$ cat src/verilog/dac_regs_params.svh
// Offsets, field positions, reset values and timing counts of the DAC register bank
`ifndef DAC_REGS_PARAMS_SVH
`define DAC_REGS_PARAMS_SVH

// Printed offsets are register indices; byte address is four times the index
`define IDX_CHAN_B_CURRENT     10'h172
`define IDX_CONST_HOLD         10'h180
`define IDX_CONST_WORD         10'h181
`define IDX_REG_ENABLES        10'h1A0
`define IDX_FIFO_DELAY         10'h200
// Own control register: datapath, transmit, oscillator enables and source selects
`define IDX_PATH_CTRL          10'h300

`define RST_CHAN_B_CURRENT     8'h9F
`define RST_CONST_HOLD         8'h00
`define RST_CONST_WORD         16'h0000
`define RST_REG_ENABLES        16'h0000
`define RST_FIFO_DELAY         8'h00
`define RST_PATH_CTRL          8'h00

`define CUR_ON_BIT             7
`define FINE_MSB               5
`define HOLD_BIT               0
`define FIFO_DELAY_MSB         4
`define PC_PATH_ON_BIT         0
`define PC_TXA_BIT             1
`define PC_TXB_BIT             2
`define PC_OSC_BIT             3
`define PC_SRCA_BIT            4
`define PC_SRCB_BIT            5

`define FIFO_START_CYCLES      5'h01

`endif

$ cat src/verilog/dac_regs_pkg.sv
// Types shared by the DAC register bank
package dac_regs_pkg;
    typedef enum logic [0:0] {
        SRC_DATAPATH = 1'b0,
        SRC_CONSTANT = 1'b1
    } sample_src_t;

    typedef struct packed {
        logic        clock_distribution_regulator_on;
        logic        clock_generation_regulator_on;
        logic        ref_receiver_regulator_on;
        logic        reserved_12;
        logic [1:0]  chan_b_mux_regulator_on;
        logic [1:0]  chan_b_switch_driver_regulator_on;
        logic [1:0]  chan_b_clock_driver_regulator_on;
        logic [1:0]  chan_a_mux_regulator_on;
        logic [1:0]  chan_a_switch_driver_regulator_on;
        logic [1:0]  chan_a_clock_driver_regulator_on;
    } regulator_enables_t;

    typedef struct packed {
        logic        chan_b_current_on;
        logic [5:0]  chan_b_fine_current;
    } chan_b_current_t;

    typedef struct packed {
        logic [15:0] sample_a;
        logic [15:0] sample_b;
    } dac_samples_t;
endpackage : dac_regs_pkg

$ cat src/verilog/dac_const_sample_current_regs.sv
// Overview of operation
// - Bit 7 of channel B current register enables its current; resets to one.
// - Six-bit fine current code for channel B in bits 5-0, resets to 1Fh.
// - While update block is set, held constant sample stays unchanged.
// - With block clear, register constant sample passes to selected channels.
// - Sixteen-bit constant sample, reset zero, fed to channels selecting it.
// - Constant sample update reaches both channels in the same cycle.
// - Sixteen-bit regulator enable register, reset zero, bit 12 reserved.
// - Five-bit FIFO delay counts DAC clocks from sync edge to first samples.
//
// The AXI4-Lite interface to the registers was decided locally.
`include "dac_regs_params.svh"
module dac_const_sample_current_regs
    import dac_regs_pkg::*;
(
    input  wire logic                 ref_clk,
    input  wire logic                 srst,
    input  wire logic [11:0]          s_axi_awaddr,
    input  wire logic                 s_axi_awvalid,
    output logic                      s_axi_awready,
    input  wire logic [31:0]          s_axi_wdata,
    input  wire logic [3:0]           s_axi_wstrb,
    input  wire logic                 s_axi_wvalid,
    output logic                      s_axi_wready,
    output logic [1:0]                s_axi_bresp,
    output logic                      s_axi_bvalid,
    input  wire logic                 s_axi_bready,
    input  wire logic [11:0]          s_axi_araddr,
    input  wire logic                 s_axi_arvalid,
    output logic                      s_axi_arready,
    output logic [31:0]               s_axi_rdata,
    output logic [1:0]                s_axi_rresp,
    output logic                      s_axi_rvalid,
    input  wire logic                 s_axi_rready,
    input  wire logic [15:0]          datapath_a,
    input  wire logic [15:0]          datapath_b,
    input  wire logic                 sync_edge,
    output dac_samples_t              dac_samples,
    output chan_b_current_t           chan_b_current,
    output regulator_enables_t        regulator_enables,
    output logic                      datapath_enable,
    output logic                      transmit_enable_a,
    output logic                      transmit_enable_b,
    output logic                      oscillator_enable,
    output logic                      fifo_first_sample,
    output logic                      fifo_timer_busy
);
    logic [7:0]   chan_b_current_ctrl_reg, chan_b_current_ctrl_next;
    logic [7:0]   hold_reg, hold_next;
    logic [15:0]  word_reg, word_next;
    logic [15:0]  regen_reg, regen_next;
    logic [7:0]   fdly_reg, fdly_next;
    logic [7:0]   pctl_reg, pctl_next;
    logic [15:0]  live_reg, live_next;
    dac_samples_t smp_reg, smp_next;

    logic [11:0]  aw_reg, aw_next;
    logic         awf_reg, awf_next;
    logic [31:0]  wd_reg, wd_next;
    logic [3:0]   ws_reg, ws_next;
    logic         wf_reg, wf_next;
    logic         bv_reg, bv_next;
    logic [1:0]   br_reg, br_next;
    logic         rv_reg, rv_next;
    logic [31:0]  rd_reg, rd_next;
    logic [1:0]   rr_reg, rr_next;

    logic [9:0]   widx;
    logic [9:0]   ridx;
    logic         do_write;

    assign widx     = aw_reg[11:2];
    assign ridx     = s_axi_araddr[11:2];
    assign do_write = awf_reg && wf_reg && !bv_reg;

    function automatic logic [15:0] merge16(input logic [15:0] old, input logic [31:0] d, input logic [3:0] s);
        merge16 = old;
        if (s[0]) merge16[7:0]  = d[7:0];
        if (s[1]) merge16[15:8] = d[15:8];
    endfunction : merge16

    // Bus slave: address and data may arrive in either order
    always_comb begin
        aw_next = aw_reg;
        awf_next = awf_reg;
        wd_next = wd_reg;
        ws_next = ws_reg;
        wf_next = wf_reg;
        bv_next = bv_reg;
        br_next = br_reg;
        rv_next = rv_reg;
        rd_next = rd_reg;
        rr_next = rr_reg;
        if (s_axi_awvalid && s_axi_awready) begin
            aw_next  = s_axi_awaddr;
            awf_next = 1'b1;
        end
        if (s_axi_wvalid && s_axi_wready) begin
            wd_next = s_axi_wdata;
            ws_next = s_axi_wstrb;
            wf_next = 1'b1;
        end
        if (do_write) begin
            awf_next = 1'b0;
            wf_next  = 1'b0;
            bv_next  = 1'b1;
            unique case (widx)
                `IDX_CHAN_B_CURRENT, `IDX_CONST_HOLD, `IDX_CONST_WORD,
                `IDX_REG_ENABLES, `IDX_FIFO_DELAY, `IDX_PATH_CTRL: br_next = 2'h0;
                default:                                           br_next = 2'h2;
            endcase
        end else if (bv_reg && s_axi_bready) begin
            bv_next = 1'b0;
        end
        if (s_axi_arvalid && s_axi_arready) begin
            rv_next = 1'b1;
            rr_next = 2'h0;
            rd_next = 32'h0000_0000;
            unique case (ridx)
                `IDX_CHAN_B_CURRENT: rd_next[7:0]  = chan_b_current_ctrl_reg;
                `IDX_CONST_HOLD:     rd_next[7:0]  = hold_reg;
                `IDX_CONST_WORD:     rd_next[15:0] = word_reg;
                `IDX_REG_ENABLES:    rd_next[15:0] = regen_reg;
                `IDX_FIFO_DELAY:     rd_next[7:0]  = fdly_reg;
                `IDX_PATH_CTRL:      rd_next[7:0]  = pctl_reg;
                default:             rr_next       = 2'h2;
            endcase
        end else if (rv_reg && s_axi_rready) begin
            rv_next = 1'b0;
        end
    end

    assign s_axi_awready = !awf_reg;
    assign s_axi_wready  = !wf_reg;
    assign s_axi_arready = !rv_reg;
    assign s_axi_bvalid  = bv_reg;
    assign s_axi_bresp   = br_reg;
    assign s_axi_rvalid  = rv_reg;
    assign s_axi_rdata   = rd_reg;
    assign s_axi_rresp   = rr_reg;

    // Register writes; reserved bits are stored and drive nothing, except regulator bit 12, which reaches regulator_enables
    always_comb begin
        chan_b_current_ctrl_next = chan_b_current_ctrl_reg;
        hold_next  = hold_reg;
        word_next  = word_reg;
        regen_next = regen_reg;
        fdly_next  = fdly_reg;
        pctl_next  = pctl_reg;
        if (do_write && ws_reg[0]) begin
            unique case (widx)
                `IDX_CHAN_B_CURRENT: chan_b_current_ctrl_next = wd_reg[7:0];
                `IDX_CONST_HOLD:     hold_next  = wd_reg[7:0];
                `IDX_FIFO_DELAY:     fdly_next  = wd_reg[7:0];
                `IDX_PATH_CTRL:      pctl_next  = wd_reg[7:0];
                default:             ;
            endcase
        end
        if (do_write && widx == `IDX_CONST_WORD) begin
            word_next = merge16(word_reg, wd_reg, ws_reg);
        end
        if (do_write && widx == `IDX_REG_ENABLES) begin
            regen_next = merge16(regen_reg, wd_reg, ws_reg);
        end
    end

    // Held copy only follows the register while the block bit is clear
    always_comb begin
        live_next = hold_reg[`HOLD_BIT] ? live_reg : word_reg;
        // One register feeds both lanes so both see a change together
        smp_next.sample_a = pctl_reg[`PC_SRCA_BIT] == SRC_CONSTANT ? live_next : datapath_a;
        smp_next.sample_b = pctl_reg[`PC_SRCB_BIT] == SRC_CONSTANT ? live_next : datapath_b;
    end

    always_ff @(posedge ref_clk) begin
        if (srst) begin
            chan_b_current_ctrl_reg <= `RST_CHAN_B_CURRENT;
            hold_reg  <= `RST_CONST_HOLD;
            word_reg  <= `RST_CONST_WORD;
            regen_reg <= `RST_REG_ENABLES;
            fdly_reg  <= `RST_FIFO_DELAY;
            pctl_reg  <= `RST_PATH_CTRL;
            live_reg  <= `RST_CONST_WORD;
            smp_reg   <= '0;
            aw_reg    <= 12'h000;
            awf_reg   <= 1'b0;
            wd_reg    <= 32'h0000_0000;
            ws_reg    <= 4'h0;
            wf_reg    <= 1'b0;
            bv_reg    <= 1'b0;
            br_reg    <= 2'h0;
            rv_reg    <= 1'b0;
            rd_reg    <= 32'h0000_0000;
            rr_reg    <= 2'h0;
        end else begin
            chan_b_current_ctrl_reg <= chan_b_current_ctrl_next;
            hold_reg  <= hold_next;
            word_reg  <= word_next;
            regen_reg <= regen_next;
            fdly_reg  <= fdly_next;
            pctl_reg  <= pctl_next;
            live_reg  <= live_next;
            smp_reg   <= smp_next;
            aw_reg    <= aw_next;
            awf_reg   <= awf_next;
            wd_reg    <= wd_next;
            ws_reg    <= ws_next;
            wf_reg    <= wf_next;
            bv_reg    <= bv_next;
            br_reg    <= br_next;
            rv_reg    <= rv_next;
            rd_reg    <= rd_next;
            rr_reg    <= rr_next;
        end
    end

    assign dac_samples                        = smp_reg;
    assign chan_b_current.chan_b_current_on   = chan_b_current_ctrl_reg[`CUR_ON_BIT];
    assign chan_b_current.chan_b_fine_current = chan_b_current_ctrl_reg[`FINE_MSB:0];
    assign regulator_enables                  = regulator_enables_t'(regen_reg);
    assign datapath_enable                    = pctl_reg[`PC_PATH_ON_BIT];
    assign transmit_enable_a                  = pctl_reg[`PC_TXA_BIT];
    assign transmit_enable_b                  = pctl_reg[`PC_TXB_BIT];
    assign oscillator_enable                  = pctl_reg[`PC_OSC_BIT];

    // Delay register is read only when sync_edge loads the count; changing it mid-count leaves the running count unchanged
    fifo_start_timer fifo_start_timer_inst (
        .ref_clk      (ref_clk),
        .srst         (srst),
        .sync_edge    (sync_edge),
        .delay_count  (fdly_reg[`FIFO_DELAY_MSB:0]),
        .first_sample (fifo_first_sample),
        .busy         (fifo_timer_busy)
    );

    a_hold_freezes: assert property (@(posedge ref_clk) disable iff (srst)
        hold_reg[`HOLD_BIT] && $past(hold_reg[`HOLD_BIT]) |-> $stable(live_reg))
        else $error("constant sample changed while blocked");
    a_pass_through: assert property (@(posedge ref_clk) disable iff (srst)
        !$past(hold_reg[`HOLD_BIT]) |-> live_reg == $past(word_reg))
        else $error("constant sample not passed through");
    a_both_lanes: assert property (@(posedge ref_clk) disable iff (srst)
        pctl_reg[`PC_SRCA_BIT] && pctl_reg[`PC_SRCB_BIT] && $stable(pctl_reg) |=> smp_reg.sample_a == smp_reg.sample_b)
        else $error("lanes disagree on constant sample");
    a_const_feed: assert property (@(posedge ref_clk) disable iff (srst)
        pctl_reg[`PC_SRCA_BIT] |=> smp_reg.sample_a == $past(live_next))
        else $error("constant source not fed to channel a");
    // Written value must reach the pins, not merely match the register
    a_cur_write_out: assert property (@(posedge ref_clk) disable iff (srst)
        do_write && ws_reg[0] && widx == `IDX_CHAN_B_CURRENT
        |=> chan_b_current.chan_b_current_on == $past(wd_reg[`CUR_ON_BIT])
            && chan_b_current.chan_b_fine_current == $past(wd_reg[`FINE_MSB:0]))
        else $error("current outputs do not follow write");
    a_cur_reset: assert property (@(posedge ref_clk) srst |=> chan_b_current_ctrl_reg == `RST_CHAN_B_CURRENT)
        else $error("current register reset wrong");
    a_regen_reset: assert property (@(posedge ref_clk)
        srst |=> regen_reg == `RST_REG_ENABLES && word_reg == `RST_CONST_WORD)
        else $error("regulator or sample reset wrong");
    a_fifo_timing: assert property (@(posedge ref_clk) disable iff (srst)
        sync_edge && fdly_reg[`FIFO_DELAY_MSB:0] == 5'h05 && !fifo_timer_busy ##1 !sync_edge [*5]
        |=> fifo_first_sample)
        else $error("first sample strobe late or early");
    a_bresp_once: assert property (@(posedge ref_clk) disable iff (srst)
        s_axi_bvalid && !s_axi_bready |=> s_axi_bvalid && $stable(s_axi_bresp))
        else $error("write response dropped");

    c_hold_set: cover property (@(posedge ref_clk) disable iff (srst) hold_reg[0] && do_write && widx == `IDX_CONST_WORD);
    c_both_const: cover property (@(posedge ref_clk) disable iff (srst) pctl_reg[5:4] == 2'h3 && $changed(live_reg));
    c_fifo_fire: cover property (@(posedge ref_clk) disable iff (srst) fifo_first_sample);
endmodule : dac_const_sample_current_regs

$ cat src/verilog/fifo_start_timer.sv
// Counts DAC clocks from reference-sync edge to first-sample strobe
`include "dac_regs_params.svh"
module fifo_start_timer
    import dac_regs_pkg::*;
(
    input  wire logic       ref_clk,
    input  wire logic       srst,
    input  wire logic       sync_edge,
    input  wire logic [4:0] delay_count,
    output logic            first_sample,
    output logic            busy
);
    logic [4:0] count_reg;
    logic [4:0] count_next;
    logic       busy_reg;
    logic       busy_next;
    logic       fire_reg;
    logic       fire_next;

    always_comb begin
        count_next = count_reg;
        busy_next  = busy_reg;
        fire_next  = 1'b0;
        if (sync_edge) begin
            // Zero delay fires right after the edge
            if (delay_count == 5'h00) begin
                fire_next = 1'b1;
                busy_next = 1'b0;
            end else begin
                count_next = delay_count - `FIFO_START_CYCLES;
                busy_next  = 1'b1;
            end
        end else if (busy_reg) begin
            if (count_reg == 5'h00) begin
                fire_next = 1'b1;
                busy_next = 1'b0;
            end else begin
                count_next = count_reg - 5'h01;
            end
        end
    end

    always_ff @(posedge ref_clk) begin
        if (srst) begin
            count_reg <= 5'h00;
            busy_reg  <= 1'b0;
            fire_reg  <= 1'b0;
        end else begin
            count_reg <= count_next;
            busy_reg  <= busy_next;
            fire_reg  <= fire_next;
        end
    end

    assign first_sample = fire_reg;
    assign busy         = busy_reg;
endmodule : fifo_start_timer

$ cat config.mk
export PLATFORM = sky130hd
export DESIGN_NAME = dac_const_sample_current_regs
export DESIGN_NICKNAME = d
export VERILOG_FILES = /design/src/verilog/dac_regs_pkg.sv /design/src/verilog/dac_const_sample_current_regs.sv /design/src/verilog/fifo_start_timer.sv
export VERILOG_INCLUDE_DIRS = /design/src /design/src/verilog
export SDC_FILE = /design/constraint.sdc
export NUM_CORES = 1
export LEC_CHECK = 0
export BUFFER_PORTS_ARGS = -buffer_cell sky130_fd_sc_hd__buf_2
export CORE_MARGIN = 2
export CORE_UTILIZATION = 35
export DETAILED_ROUTE_END_ITERATION = 8
export SETUP_SLACK_MARGIN = 0.05
export SYNTH_ARGS = -nofsm -noshare
export SYNTH_HDL_FRONTEND = slang
export SYNTH_SLANG_ARGS = --single-unit
$ cat constraint.sdc
create_clock -name ref_clk -period 2.5 [get_ports ref_clk]
set_input_delay 0.5 -clock ref_clk [delete_from_list [all_inputs] [get_ports ref_clk]]
set_output_delay 0.5 -clock ref_clk [all_outputs]
set_load 0.02 [all_outputs]
==> flow_metrics.tcl, run 1 <==
set metrics [dict create \
    outcome "completed" \
    cpPeakStageDelay_ns 0.76 \
    hp-class "in2reg" \
    numCtsBuffers 17 \
    antenna_cells 0 \
    finalSetupViolCount 0 \
    p_per_area_mw_per_mm2 684 \
    final-max-slew-violation-count 0 \
    ioPinCount 202 \
    grt-ovfl-total 0 \
    max-clock-path-buffers 2 \
    grt_pass1_vias 5725 \
    ant_nets 0 \
    placed_cells 1213 \
    avgSynthCellArea_um2 8.73 \
    dp.final_hpwl_um 13900 \
    track_usage_pct 17.6 \
    clk-insertion-delay-late_ns 0.43 \
    critPathCaptureType "flip-flop" \
    relSlewSlack_pct 36.2 \
    die_w_um 148 \
    antenna_found_initial 0 \
    num_vias 6123 \
    wire_per_inst_um 15.5 \
    pre_cts_ws_ns 0.271 \
    worst-path-stages 4 \
    worstMarginPinSlew_ns 0.956 \
    drive_gt1_share_pct 24.9 \
    syn2layout_area_growth_pct 21.8 \
    final.period_utilization_pct 86.0 \
    synth_area_leaders "dfxtp_1 47%, mux2i_1 8.3%, nand2_1 7.1%" \
    die-area_mm2 0.0218 \
    synth_top_cell_by_area "dfxtp_1" \
    synth_cell_types 54 \
    power_switching_mw 1.50 \
    grt_start_max_net_pins 118 \
    syn_area_mm2 0.00722 \
    critical_path_required_ns 2.79 \
    power_frac_comb_pct 7.7 \
    drt_iter0_markers 287 \
    final_net_count 1063 \
    layout_min_cycle_time_ns 2.15 \
    final_cells 1245 \
    seq_area_frac_synth_pct 46.9 \
    worstPathMaxFanout 16 \
    p_int_mw 4.52 \
    p_seq_share_pct 46.9 \
    drt_wl_total_um 19400 \
    reg2reg_depth 4 \
    p_leak_nw 3.66 \
    ctsResizeCount 0 \
    grt_pass1_wl_um 30300 \
    r2r_slack_ns 0.35 \
    initial_core_util_pct 35.7 \
    viasPerCell 4.92 \
    postCtsHoldBufs 0 \
    synth_edf_count 0 \
    whs_path_depth 2 \
    crit_buf_inv 0 \
    finalHoldViolCount 0 \
    switching_share_pct 24.9 \
    die_h_um 148 \
    cts_tree "done" \
    rows 52 \
    startpoint_type "flip-flop" \
    fin_skew_ns 0.0103 \
    root_buffer "clkbuf_16" \
    synth_top_area_share_pct 46.9 \
    fmax_mhz 465 \
    yosysWarningCount 0 \
    cts_num_sinks 169 \
    syn_inst 827 \
    async_flop_share_pct 0 \
    crit_type "reg2reg" \
    crit_chain "or4b_4, or4b_1, o21ai_0, a21oi_1" \
    rsz0062_at_grt "false" \
    ys_ff_latch 169 \
    layout_setup_ws_ns 0.350 \
    clk_pin_slew_ns 0.07 \
    peakVddDrop_mv 0.431 \
    globalplace.congestion 0.799 \
    tns_ns 0 \
    cpLargestDelayFamily "simple AND/OR/NAND/NOR gates" \
    power.clock.fraction_pct 45.5 \
    largest_reg_flops 32 \
    cts-htree-levels 4 \
    synth_ff_type "dfxtp_1" \
    worstPathArrival_ns 2.44 \
    first_pass_iters 5 \
    drcViolationCount 0 \
    p_total_mw 6.01 \
    io_buffers 161 \
    cts_setup_buffers 0 \
    maxCapViolCount 0 \
    coreArea_mm2 0.0202 \
    cp_slowest_cell "or4b_1" \
]
[metal layers]
metal  share of wire [%]  track usage [%]  vias to the layer above
met1                  49             24.7                     2786
met4                 1.4             6.06                        0
li1                    -                -                     3131
met3                 6.1             4.17                       19
met5                   0                0                        -
met2                  44             26.6                      187
[per-stage QoR]
stage          hold slack (ns)  instance area [um^2]  util [%]
6_report                 0.253                  8790      43.4
5_1_grt                  0.243                  8790      43.4
4_1_cts                  0.230                  8790      43.4
3_5_place_dp             0.443                  8180      40.4
3_3_place_gp             0.439                  8180      40.4
2_1_floorplan            0.436                  7280         -
[cell families (layout without fill, tap and decap cells)]
family / after synthesis / count (layout) / synth area share (%)
adder cells (fa/ha/maj): 1 / 1 / 0.173
multiplexers: 76 / 76 / 10.8
flip-flops: 169 / 169 / 46.9
other: 1 / 18 / 0.0520
AO/OA/AOI/OAI: 175 / 175 / 15.0
buffers and inverters: 99 / 230 / 6.78
AND/OR/NAND/NOR: 306 / 306 / 20.3
[power groups by stage]
stage | sequential (mW) | combinational, mW | clock [mW]
2_1_floorplan | 2.91 | 0.259 | 0
3_3_place_gp | 2.88 | 0.462 | 0
3_5_place_dp | 2.88 | 0.463 | 0
4_1_cts | 2.82 | 0.463 | 2.79
5_1_grt | 2.83 | 0.509 | 2.92
6_report | 2.82 | 0.462 | 2.73
[worst register-to-register path: cells and delay by family (launching register included)]
family	cells	cell delay (ns)
compound gates	2	0.36
flops	1	0.33
simple gates	2	1.33
[final cells by class]
cell class,count,area [um^2]
clock inverters,15,189
repair buffers,184,993
clock buffers,17,425
multi-input cells,576,3410
inverters,14,52.6
fillers,2001,11400
flip-flops and latches,169,3380
well taps,270,338
[cell usage after synthesis, types with 3 or more instances]
cell,instances
nor4_1,3
nand3b_1,5
mux2i_1,60
and3_1,4
nor2_1,59
nor3_1,16
nand3_1,42
inv_1,13
a211oi_1,36
o21ai_0,26
a21oi_1,66
a211o_1,10
o211ai_1,6
nand2_1,136
o21ai_1,10
dfxtp_1,169
mux2_2,16
clkbuf_1,48
nand2b_1,5
nor3b_1,3
nor2b_1,4
a31oi_1,3
a221oi_1,7
a21o_1,4
and4_1,9
buf_2,7
buf_4,27
[cell usage in the layout (no fill, tap or decap), types with 23 or more instances in the layout]
cell and n:
dfxtp_1 169, buf_2 160, nand2_1 136, a21oi_1 66
mux2i_1 60, nor2_1 59, nand3_1 42, a211oi_1 36
o21ai_0 26, buf_4 23
[final timing paths]
path,start,end
max,aw_reg[3],word_reg[0]
min,s_axi_rready,s_axi_rvalid
max reg2reg,aw_reg[3],word_reg[0]
min reg2reg,s_axi_rdata[11],s_axi_rdata[11]
No activity file was read; power rests on OpenSTA's default activity.
==> run 2, diff against run 1 <==
--- a/config.mk
+++ b/config.mk
@@ -7,9 +7,12 @@
 export NUM_CORES = 1
 export LEC_CHECK = 0
 export BUFFER_PORTS_ARGS = -buffer_cell sky130_fd_sc_hd__buf_2
+export CAP_MARGIN = 20
 export CORE_MARGIN = 2
 export CORE_UTILIZATION = 35
 export DETAILED_ROUTE_END_ITERATION = 8
+export RECOVER_POWER = 25
+export REMOVE_ABC_BUFFERS = 1
 export SETUP_SLACK_MARGIN = 0.05
 export SYNTH_ARGS = -nofsm -noshare
 export SYNTH_HDL_FRONTEND = slang
==> run 2 against run 1 <==
  * Clock power about the same
  * Sequential share of layout area increased by 0.34 points
  * Critical path depth did not move
  * Die area did not move
  * Final cell count shrank 0.24%
  * Fmax is 1.5% lower
  * First-iteration DRC count up 23%
  * Flip-flop and latch count stayed put
  * Routed wire length rose by 2.7%
  * Largest cell class unchanged
==> flow_metrics.tcl, run 2 (synthesized netlist as in run 1, its figures left out) <==
set metrics [dict create \
    outcome "completed" \
    coreArea_mm2 0.0202 \
    cpLargestDelayFamily "simple AND/OR/NAND/NOR gates" \
    fmax_mhz 458 \
    antenna_found_initial 1 \
    syn2layout_area_growth_pct 20.7 \
    finalSetupViolCount 0 \
    finalHoldViolCount 0 \
    worstMarginPinSlew_ns 1.08 \
    grt_start_max_net_pins 72 \
    cts-htree-levels 4 \
    root_buffer "clkbuf_16" \
    cts_setup_buffers 0 \
    post_dp_cell_area_mm2 0.00817 \
    r2r_start "aw_reg[3]" \
    first_pass_iters 5 \
    clk_pin_slew_ns 0.07 \
    mostFrequentLayoutCell "dfxtp_1" \
    hold_ws_ns 0.257 \
    layout_common_cells "169 x dfxtp_1, 136 x nand2_1, 117 x buf_2" \
    tns_ns 0 \
    antenna_cells 0 \
    drcViolationCount 0 \
    initial_core_util_pct 35.7 \
    p_per_area_mw_per_mm2 690 \
    reg2reg_to "word_reg[1]" \
    rows 52 \
    worstPathArrival_ns 2.45 \
    cp_slowest_cell "or4b_1" \
    p_leak_nw 3.49 \
    largest_reg_flops 32 \
    drt_iter0_markers 353 \
    ant_nets 0 \
    num_vias 6169 \
    p_total_mw 6.02 \
    die_h_um 148 \
    maxCapViolCount 0 \
    finalInstanceArea_mm2 0.00871 \
    final.period_utilization_pct 87.3 \
    ioPinCount 202 \
    whs_path_depth 2 \
    cts_num_sinks 169 \
    layout_setup_ws_ns 0.318 \
    ctsResizeCount 0 \
    die_w_um 148 \
    pre_cts_ws_ns 0.323 \
    track_usage_pct 17.9 \
    critical_path_required_ns 2.77 \
    grt_pass1_vias 5578 \
    globalplace.congestion 0.830 \
    cpPeakStageDelay_ns 0.76 \
    wire_per_inst_um 16.0 \
    rsz0062_at_grt "false" \
    drt_wl_total_um 19900 \
    critPathCaptureType "flip-flop" \
    worstPathMaxFanout 16 \
    crit_chain "or4b_4, or4b_1, o21ai_0, a21oi_1" \
    min_to "s_axi_rvalid" \
    drive_gt1_share_pct 20.2 \
    die-area_mm2 0.0218 \
    holdCritStartpoint "s_axi_rready" \
    max-clock-path-buffers 2 \
    peakVddDrop_mv 0.455 \
    r2r_slack_ns 0.32 \
    clk-insertion-delay-late_ns 0.42 \
    crit_start "aw_reg[3]" \
    grt_pass1_wl_um 30600 \
    final_net_count 1060 \
    startpoint_type "flip-flop" \
    dp.final_hpwl_um 13900 \
    numCtsBuffers 17 \
    hp-class "in2reg" \
    crit_type "reg2reg" \
    final-max-slew-violation-count 0 \
    relSlewSlack_pct 28.3 \
    layout_min_cycle_time_ns 2.18 \
    postCtsHoldBufs 0 \
    viasPerCell 4.97 \
    io_buffers 161 \
    reg2reg_depth 4 \
    fin_skew_ns 0.00720 \
    cts_tree "done" \
    grt-ovfl-total 0 \
    crit_buf_inv 0 \
]
==> run 2: cell types whose count changed in the layout (fill, tap and decap cells not counted), sizes merged <==
cell / delta
clkbuf: +49
buf: -48
clkinv: -1
inv: -5
clkinvlp: +2
==> run 2: layer usage <==
metal | vias to the layer above | wire (um) | global-route usage (%)
met1 | 2841 | 9120 | 23.9
li1 | 3126 | - | -
met5 | - | 0 | 0
met2 | 176 | 9360 | 28.4
met3 | 26 | 994 | 3.86
met4 | 0 | 403 | 6.54
==> run 2: where the power goes <==
| group | leakage, nW | switching, mW | internal, mW |
|---|---|---|---|
| Combinational | 1.83 | 0.306 | 0.150 |
| Clock | 0.283 | 1.09 | 1.65 |
| Sequential | 1.38 | 0.0526 | 2.76 |
==> run 2: per-stage QoR <==
step,utilization (%),instances
global route,43.1,1242
CTS,43.4,1242
floorplan,-,759
detailed placement,40.4,1210
finish,43.1,1242
global placement,40.4,1210
==> run 2: cell type report <==
class                   instances  area, um^2
flip-flops and latches        169        3380
clock inverters                11         145
multi-input cells             576        3410
repair buffers                181         915
well taps                     270         338
inverters                      14        52.6
fillers                      2051       11500
clock buffers                  21         470
==> run 2: worst max path at each step <==
stage               cells past startpoint                                 end  slack, ns
global placement                        6  fifo_start_timer_inst.count_reg[4]       0.34
global route                            4                         word_reg[2]       0.14
CTS                                     4                         word_reg[1]       0.35
finish                                  4                         word_reg[1]       0.32
detailed placement                      6  fifo_start_timer_inst.count_reg[4]       0.32
floorplan                               4                     s_axi_rdata[14]       0.18
